`config.mk`:
```
export PLATFORM = sky130hd
export DESIGN_NAME = tgc_top
export DESIGN_NICKNAME = d
export VERILOG_FILES = /design/src/tgc_pkg.sv /design/src/tgc_gate_if.sv /design/src/tgc_gate_core.sv /design/src/tgc_top.sv
export SDC_FILE = /design/constraint.sdc
export NUM_CORES = 1
export LEC_CHECK = 0
export BUFFER_PORTS_ARGS = -buffer_cell sky130_fd_sc_hd__buf_2
export CORE_MARGIN = 4
export CORE_UTILIZATION = 24
export DETAILED_ROUTE_END_ITERATION = 12
export PLACE_DENSITY_LB_ADDON = 0.1
export SYNTH_ARGS = -nofsm -noshare
export SYNTH_HDL_FRONTEND = slang
export SYNTH_SLANG_ARGS = --single-unit
```
`constraint.sdc`:
```
create_clock -name hclk -period 2.2 [get_ports hclk]
set_clock_uncertainty 0.1 [all_clocks]
set_input_delay 0.55 -clock hclk [delete_from_list [all_inputs] [get_ports hclk]]
set_output_delay 0.55 -clock hclk [all_outputs]
set_load 0.05 [all_outputs]
```
`src/tgc_pkg.sv`:
```
`default_nettype none
package tgc_pkg;
    // Register byte offsets
    localparam logic [7:0] TGC_OFS_GATE_CTRL = 8'h00;
    localparam logic [7:0] TGC_OFS_TIMER_CTRL = 8'h04;
    localparam logic [7:0] TGC_OFS_INPUT_VIEW = 8'h08;
    // Gate control field positions
    localparam int TGC_BIT_GATE_ENABLE = 7;
    localparam int TGC_BIT_POLARITY = 6;
    localparam int TGC_BIT_TOGGLE = 5;
    localparam int TGC_BIT_SINGLE = 4;
    localparam int TGC_BIT_STATUS = 3;
    localparam int TGC_BIT_LEVEL = 2;
    localparam int TGC_BIT_SRC_HI = 1;
    localparam int TGC_BIT_SRC_LO = 0;
    // Timer control and input view field positions
    localparam int TGC_BIT_COUNTER_ON = 0;
    localparam int TGC_BIT_VIEW_PIN = 0;
    localparam int TGC_BIT_VIEW_OVF = 1;
    localparam int TGC_BIT_VIEW_CMP1 = 2;
    localparam int TGC_BIT_VIEW_CMP2 = 3;
    localparam int TGC_BIT_VIEW_TFF = 4;
    localparam int TGC_BIT_VIEW_OPEN = 5;
    // Reset values
    localparam logic [7:0] TGC_RST_GATE_CTRL = 8'h00;
    localparam logic TGC_RST_COUNTER_ON = 1'b0;
    localparam logic [31:0] TGC_RDATA_ZERO = 32'h0000_0000;
    // AHB transfer type bit that marks NONSEQ or SEQ
    localparam int TGC_HTRANS_ACTIVE_BIT = 1;
    localparam logic TGC_HRESP_OKAY = 1'b0;

    typedef enum logic [1:0] {
        TGC_SRC_PIN = 2'b00,
        TGC_SRC_OVERFLOW = 2'b01,
        TGC_SRC_CMP_ONE = 2'b10,
        TGC_SRC_CMP_TWO = 2'b11
    } tgc_src_t;

    typedef enum logic [1:0] {
        TGC_REG_GATE = 2'b00,
        TGC_REG_TIMER = 2'b01,
        TGC_REG_VIEW = 2'b10,
        TGC_REG_NONE = 2'b11
    } tgc_reg_t;
endpackage
`default_nettype wire

```
`src/tgc_gate_if.sv`:
```
`timescale 1ns/100ps
`default_nettype none
interface tgc_gate_if;
    logic gate_in;
    logic toggle_mode;
    logic single_mode;
    logic counter_on;
    logic arm_write;
    logic arm_value;
    logic status;
    logic toggle_state;
    logic pulse_open;
    logic gate_out;
    logic done;
    modport ctl (
        output gate_in, toggle_mode, single_mode, counter_on,
        output arm_write, arm_value,
        input status, toggle_state, pulse_open, gate_out, done
    );
    modport core (
        input gate_in, toggle_mode, single_mode, counter_on,
        input arm_write, arm_value,
        output status, toggle_state, pulse_open, gate_out, done
    );
endinterface
`default_nettype wire

```
`src/tgc_gate_core.sv`:
```
`timescale 1ns/100ps
`default_nettype none
module tgc_gate_core
    import tgc_pkg::*;
(
    input wire logic hclk,
    input wire logic hresetn,
    tgc_gate_if.core gi
);
    logic prev_in;
    logic prev_tm;
    logic tff;
    logic armed;
    logic open_win;
    logic in_rise;
    logic tm_level;
    logic tm_rise;
    logic tm_fall;

    assign in_rise = gi.gate_in & ~prev_in;
    assign tm_level = gi.toggle_mode ? tff : gi.gate_in;
    assign tm_rise = tm_level & ~prev_tm;
    assign tm_fall = ~tm_level & prev_tm;

    always_ff @(posedge hclk or negedge hresetn) begin
        if (!hresetn) begin
            prev_in <= 1'b0;
            prev_tm <= 1'b0;
        end else begin
            prev_in <= gi.gate_in;
            prev_tm <= tm_level;
        end
    end

    // Cleared outside toggle
    // Timer off also clears it, so a restart begins closed
    always_ff @(posedge hclk or negedge hresetn) begin
        if (!hresetn) begin
            tff <= 1'b0;
        end else if (!gi.toggle_mode || !gi.counter_on) begin
            tff <= 1'b0;
        end else if (in_rise) begin
            tff <= ~tff;
        end
    end

    // Software arms, hardware clears
    // A write in the clearing cycle wins, so a re-arm is never lost
    always_ff @(posedge hclk or negedge hresetn) begin
        if (!hresetn) begin
            armed <= 1'b0;
        end else if (gi.arm_write) begin
            armed <= gi.arm_value;
        end else if (!gi.single_mode) begin
            armed <= 1'b0;
        end else if (open_win && tm_fall) begin
            armed <= 1'b0;
        end
    end

    always_ff @(posedge hclk or negedge hresetn) begin
        if (!hresetn) begin
            open_win <= 1'b0;
        end else if (!gi.single_mode) begin
            open_win <= 1'b0;
        end else if (open_win && tm_fall) begin
            open_win <= 1'b0;
        end else if (armed && tm_rise) begin
            open_win <= 1'b1;
        end
    end

    assign gi.status = armed;
    assign gi.toggle_state = tff;
    assign gi.pulse_open = open_win;
    assign gi.gate_out = gi.single_mode ? open_win : tm_level;
    assign gi.done = gi.single_mode & open_win & tm_fall;
endmodule
`default_nettype wire

```
`src/tgc_top.sv`:
```
// Notes on behaviour
// - Polarity bit picks counting gate level
// - Toggle mode uses toggle flip-flop output
// - Toggle flip-flop held cleared when disabled
// - Toggle flip-flop flips on gate rise
// - Single-pulse mode opens one pulse per arm
// - Status reads one while armed, waiting
// - Status reads zero idle or completed
// - Level bit shows processed gate state
// - Level bit ignores gate enable
// - Source field selects pin, overflow, comparators
//
// Our own choices: the address map and the AHB-Lite interface to the registers.
`timescale 1ns/100ps
`default_nettype none
module tgc_top
    import tgc_pkg::*;
(
    input wire logic hclk,
    input wire logic hresetn,
    input wire logic hsel,
    input wire logic [31:0] haddr,
    input wire logic [1:0] htrans,
    input wire logic hwrite,
    input wire logic [2:0] hsize,
    input wire logic hready,
    input wire logic [31:0] hwdata,
    output logic [31:0] hrdata,
    output logic hreadyout,
    output logic hresp,
    input wire logic gate_pin,
    input wire logic other_timer_ovf,
    input wire logic cmp_one_synced_out,
    input wire logic cmp_two_synced_out,
    output logic count_enable,
    output logic gate_done
);
    tgc_gate_if gi();

    logic pin_meta;
    logic pin_sync;
    logic cmp1_meta;
    logic cmp1_sync;
    logic cmp2_meta;
    logic cmp2_sync;
    logic gate_enable;
    logic gate_polarity;
    logic gate_toggle_mode;
    logic gate_single_pulse_mode;
    logic [1:0] gate_source_select;
    logic counter_on;
    logic wr_pend;
    logic rd_pend;
    tgc_reg_t addr_reg;
    logic addr_taken;
    logic wr_gate;
    logic wr_timer;
    logic selected;
    logic [7:0] gate_ctrl_view;
    logic [7:0] input_view;
    logic [31:0] next_hrdata;

    // Address map lookup shared by reads and writes, done once in the address phase
    function automatic tgc_reg_t decode(input logic [31:0] a);
        tgc_reg_t r;
        r = TGC_REG_NONE;
        if (a[31:8] == 24'h00_0000) begin
            if (a[7:0] == TGC_OFS_GATE_CTRL) begin
                r = TGC_REG_GATE;
            end else if (a[7:0] == TGC_OFS_TIMER_CTRL) begin
                r = TGC_REG_TIMER;
            end else if (a[7:0] == TGC_OFS_INPUT_VIEW) begin
                r = TGC_REG_VIEW;
            end
        end
        return r;
    endfunction

    // Pin and comparators are asynchronous to hclk
    always_ff @(posedge hclk or negedge hresetn) begin
        if (!hresetn) begin
            pin_meta <= 1'b0;
            pin_sync <= 1'b0;
        end else begin
            pin_meta <= gate_pin;
            pin_sync <= pin_meta;
        end
    end

    always_ff @(posedge hclk or negedge hresetn) begin
        if (!hresetn) begin
            cmp1_meta <= 1'b0;
            cmp1_sync <= 1'b0;
        end else begin
            cmp1_meta <= cmp_one_synced_out;
            cmp1_sync <= cmp1_meta;
        end
    end

    always_ff @(posedge hclk or negedge hresetn) begin
        if (!hresetn) begin
            cmp2_meta <= 1'b0;
            cmp2_sync <= 1'b0;
        end else begin
            cmp2_meta <= cmp_two_synced_out;
            cmp2_sync <= cmp2_meta;
        end
    end

    // Gate source mux
    // Overflow comes from logic on hclk, so it needs no synchroniser
    always_comb begin
        unique case (tgc_src_t'(gate_source_select))
            TGC_SRC_PIN: selected = pin_sync;
            TGC_SRC_OVERFLOW: selected = other_timer_ovf;
            TGC_SRC_CMP_ONE: selected = cmp1_sync;
            TGC_SRC_CMP_TWO: selected = cmp2_sync;
        endcase
    end

    assign gi.gate_in = gate_polarity ? selected : ~selected;
    assign gi.toggle_mode = gate_toggle_mode;
    assign gi.single_mode = gate_single_pulse_mode;
    assign gi.counter_on = counter_on;
    assign gi.arm_write = wr_gate;
    // Mode bit of the same word, so one write can set mode and arm
    assign gi.arm_value = hwdata[TGC_BIT_STATUS] & hwdata[TGC_BIT_SINGLE];

    tgc_gate_core u_core (
        .hclk(hclk),
        .hresetn(hresetn),
        .gi(gi)
    );

    // AHB address phase accepted
    assign addr_taken = hsel & hready & htrans[TGC_HTRANS_ACTIVE_BIT];
    assign wr_gate = wr_pend & (addr_reg == TGC_REG_GATE);
    assign wr_timer = wr_pend & (addr_reg == TGC_REG_TIMER);

    always_ff @(posedge hclk or negedge hresetn) begin
        if (!hresetn) begin
            wr_pend <= 1'b0;
            addr_reg <= TGC_REG_NONE;
        end else if (addr_taken) begin
            wr_pend <= hwrite;
            addr_reg <= decode(haddr);
        end else if (!rd_pend) begin
            wr_pend <= 1'b0;
        end
    end

    // Reads take one wait state so a write just before is seen
    always_ff @(posedge hclk or negedge hresetn) begin
        if (!hresetn) begin
            rd_pend <= 1'b0;
            hreadyout <= 1'b1;
        end else if (rd_pend) begin
            rd_pend <= 1'b0;
            hreadyout <= 1'b1;
        end else if (addr_taken && !hwrite) begin
            rd_pend <= 1'b1;
            hreadyout <= 1'b0;
        end
    end

    always_ff @(posedge hclk or negedge hresetn) begin
        if (!hresetn) begin
            hresp <= TGC_HRESP_OKAY;
        end else begin
            hresp <= TGC_HRESP_OKAY;
        end
    end

    // Writable gate control fields
    always_ff @(posedge hclk or negedge hresetn) begin
        if (!hresetn) begin
            gate_enable <= TGC_RST_GATE_CTRL[TGC_BIT_GATE_ENABLE];
            gate_polarity <= TGC_RST_GATE_CTRL[TGC_BIT_POLARITY];
            gate_toggle_mode <= TGC_RST_GATE_CTRL[TGC_BIT_TOGGLE];
            gate_single_pulse_mode <= TGC_RST_GATE_CTRL[TGC_BIT_SINGLE];
            gate_source_select <=
                TGC_RST_GATE_CTRL[TGC_BIT_SRC_HI:TGC_BIT_SRC_LO];
        end else if (wr_gate) begin
            gate_enable <= hwdata[TGC_BIT_GATE_ENABLE];
            gate_polarity <= hwdata[TGC_BIT_POLARITY];
            gate_toggle_mode <= hwdata[TGC_BIT_TOGGLE];
            gate_single_pulse_mode <= hwdata[TGC_BIT_SINGLE];
            gate_source_select <= hwdata[TGC_BIT_SRC_HI:TGC_BIT_SRC_LO];
        end
    end

    always_ff @(posedge hclk or negedge hresetn) begin
        if (!hresetn) begin
            counter_on <= TGC_RST_COUNTER_ON;
        end else if (wr_timer) begin
            counter_on <= hwdata[TGC_BIT_COUNTER_ON];
        end
    end

    always_comb begin
        gate_ctrl_view = 8'h00;
        gate_ctrl_view[TGC_BIT_GATE_ENABLE] = gate_enable;
        gate_ctrl_view[TGC_BIT_POLARITY] = gate_polarity;
        gate_ctrl_view[TGC_BIT_TOGGLE] = gate_toggle_mode;
        gate_ctrl_view[TGC_BIT_SINGLE] = gate_single_pulse_mode;
        gate_ctrl_view[TGC_BIT_STATUS] = gi.status;
        gate_ctrl_view[TGC_BIT_LEVEL] = gi.gate_out;
        gate_ctrl_view[TGC_BIT_SRC_HI:TGC_BIT_SRC_LO] = gate_source_select;
    end

    always_comb begin
        input_view = 8'h00;
        input_view[TGC_BIT_VIEW_PIN] = pin_sync;
        input_view[TGC_BIT_VIEW_OVF] = other_timer_ovf;
        input_view[TGC_BIT_VIEW_CMP1] = cmp1_sync;
        input_view[TGC_BIT_VIEW_CMP2] = cmp2_sync;
        input_view[TGC_BIT_VIEW_TFF] = gi.toggle_state;
        input_view[TGC_BIT_VIEW_OPEN] = gi.pulse_open;
    end

    // Unmapped reads return zero with OKAY
    always_comb begin
        next_hrdata = TGC_RDATA_ZERO;
        unique case (addr_reg)
            TGC_REG_GATE: next_hrdata[7:0] = gate_ctrl_view;
            TGC_REG_TIMER: next_hrdata[TGC_BIT_COUNTER_ON] = counter_on;
            TGC_REG_VIEW: next_hrdata[7:0] = input_view;
            TGC_REG_NONE: next_hrdata = TGC_RDATA_ZERO;
        endcase
    end

    always_ff @(posedge hclk or negedge hresetn) begin
        if (!hresetn) begin
            hrdata <= TGC_RDATA_ZERO;
        end else if (rd_pend) begin
            hrdata <= next_hrdata;
        end
    end

    // Counter enable
    // Registered, so the counter sees the gate one cycle late
    always_ff @(posedge hclk or negedge hresetn) begin
        if (!hresetn) begin
            count_enable <= 1'b0;
        end else begin
            count_enable <= counter_on & (~gate_enable | gi.gate_out);
        end
    end

    always_ff @(posedge hclk or negedge hresetn) begin
        if (!hresetn) begin
            gate_done <= 1'b0;
        end else begin
            gate_done <= gi.done;
        end
    end
endmodule
`default_nettype wire

```
==> metrics.csv <==
metric,value,unit
r2r worst-path depth,4,
Period minus WS final,1.73,ns
CTS Buf Count,5,
Leakage,1.03,nW
Finish-stage setup viols,0,
outcome,"complete, no violations",
Final Max Tran Viols,0,
Layout area overhead,23.8,%
final instance area,0.00199,mm2
DR pass1 iterations,4,
R2R Setup Slk,0.47,ns
die width,89.9,um
top_reg_cell synth,dfrtp_1,
Yosys top cell area share,46.7,%
f_max,0.579,GHz
adder-cell area share of the yosys netlist,0,%
# rows,29,
Filler cells,696,
Final HPWL DP,3.01,mm
DIE HEIGHT,89.9,um
Post-synth ARST share,100,%
via count,1229,
total of max-cap violations,0,
vias in the first global route,1304,
Cell variety after synth,30,
Util after Layout,31.0,%
clock slew at reported path FFs,0.07,ns
global-route wire length before repair,6.53,mm
P_sw,418,uW
Pwr Density,684,mW/mm2
Placed Area,0.00190,mm2
Initial DRC Count,59,
CP Max Fanout,5,
CTS Buffer Depth,2,
GRT Resource Usage Total,10.1,%
Mean Syn Cell Area,10.6,um2
CP required,2.26,ns
# diodes,0,
Final Hold Vio Count,0,
Finished Layout Cells,293,
reg2reg start,gate_source_select[1],
# IOs,114,
I/O Buffers,59,
yosys warns,0,
Post-Synth Simple-Gate Area,14.0,%
drc violations,0,
Compound-Gate Fraction of Synth Area,8.56,%
setup bufs post-CTS,0,
share of cells above drive strength 1,37.0,%
largest net degree at the start of global routing,34,
worst setup margin,0.473,ns
RSZ-0062 raised after global routing,false,
final WL,3.92,mm
Sink Count,33,
CTS Root Cell,clkbuf_8,
average vias per placed instance,4.19,
Final Cycle Share,78.5,%
Max VDD drop,0.000337,V
combinational group share of total power,17.6,%
Setup TNS,0,ns
number of synthesized flops with an enable pin,0,
switching power share of the total,30.7,%
max_slew headroom,53.0,%
post-cts resize count,0,
Worst-Margin Slew,0.702,ns
Setup crit end kind,flip-flop,
H-tree levels,2,
total grt overflow,0,
DRT antenna net count,0,
post-synthesis xor/xnor area fraction,1.71,%
clock share of power,35.0,%
CP startpoint,gate_source_select[1],
max FFs per register,8,
post-synthesis sequential area ratio,51.6,%
Initial Util,25.0,%
post-placement cell count,285,
arrival time at the worst endpoint,1.78,ns
CTS tree,yes,
Int Pwr,944,uW
Final Wtd Congestion,0.786,
Die ar.,0.00807,mm2
Yosys top cell by area,dfrtp_1,
setup slack at placement,0.211,ns
Nets,293,
drt wl/cell,13.4,um
Pwr Total,1.36,mW
HP Class,primary input to asynchronous set/reset pin,
Crit Path Class,flip-flop to flip-flop,
#FFs+latches synth,33,
post-synthesis mux area share,8.64,%
hold_buf cts,0,
antenna violations before repair,0,
post-synthesis cell count,151,
largest cells by area after synthesis,"dfrtp_1, buf_4, dfstp_2",
main combinational cell family by area after synthesis,buffers and inverters,
clock latency on the worst-skew pair,0.28,ns
Flop pwr share,47.5,%
Critical Path Source Type,flip-flop,
Netlist Area Pre-Place,0.00161,mm2
core box area,0.00642,mm2
reg2reg end,hrdata[2],
Fin Hold WS,0.186,ns
## synth_stat cells, drive strengths merged, types with 2 or more instances
cell,n
inv,13
nor2,7
dfstp,3
nand3b,3
buf,26
nand3,6
a31oi,5
o22ai,6
mux2,5
a21oi,4
dfrtp,30
nand2,9
mux2i,6
nand4,2
o21ai,5
nor4,9
## cell type report
type,instances,area [um2],share of cell area (%)
Tap cell,77,96.3,4.84
Multi-Input combinational cell,102,623,31.3
Inverter,13,48.8,2.45
Timing Repair Buffer,60,303,15.2
Sequential cell,33,830,41.7
Clock buffer,8,90.1,4.53
## worst max-delay path: stages (launching register included)
cell and delay, ns:
dfrtp_1 0.38, mux4_2 0.57, xnor2_4 0.18, a41oi_1 0.27
o22ai_1 0.09
## cell families after synthesis
logic type,after synthesis
XOR/XNOR,1
multiplexers,12
AND/OR/NAND/NOR,42
AO/OA/AOI/OAI,22
other,1
buffers and inverters,40
flip-flops,33
## how the worst max path moves through the flow
stage               slack (ns)                      to  cells after the start
floorplan                 0.45  u_core.gi.toggle_state                      4
global placement          0.20               hrdata[2]                      5
detailed placement        0.21               hrdata[2]                      5
CTS                       0.43               hrdata[2]                      4
global route              0.36        u_core.gi.status                      4
finish                    0.47               hrdata[2]                      4
## per-layer routing
| metal | wire, um | track usage (%) | up-vias |
|---|---|---|---|
| li1 | - | - | 604 |
| met4 | 31 | 3.06 | 0 |
| met2 | 1880 | 16.0 | 44 |
| met3 | 267 | 4.09 | 4 |
| met5 | 0 | 0 | - |
| met1 | 1740 | 12.8 | 577 |
## placed cells by master (no fill, tap or decap)
cell and n:
buf_2 59, dfrtp_1 30, conb_1 25, inv_1 13, nand2_1 9, nor4_1 9, nor2_1 7, nand3_1 6
mux2i_1 6, o22ai_1 6, clkbuf_8 6, a31oi_1 5, o21ai_0 5, mux2_2 5, nand3b_1 3, a21oi_1 3
dfstp_2 3, nand4_1 2, clkbuf_1 2, mux4_2 1, xnor2_4 1, a21boi_2 1, a21oi_2 1, and3_1 1
nor3_1 1, nor3b_2 1, and2b_1 1, nor2b_1 1, a41oi_1 1, or2_2 1, buf_4 1
## power by group through the flow
stage | combinational (mW) | sequential [mW] | clock, mW
global route | 0.258 | 0.650 | 0.523
floorplan | 0.161 | 0.694 | 0
finish | 0.239 | 0.647 | 0.476
CTS | 0.241 | 0.647 | 0.485
global placement | 0.239 | 0.658 | 0
detailed placement | 0.240 | 0.658 | 0
No activity file was read; power rests on OpenSTA's default activity.
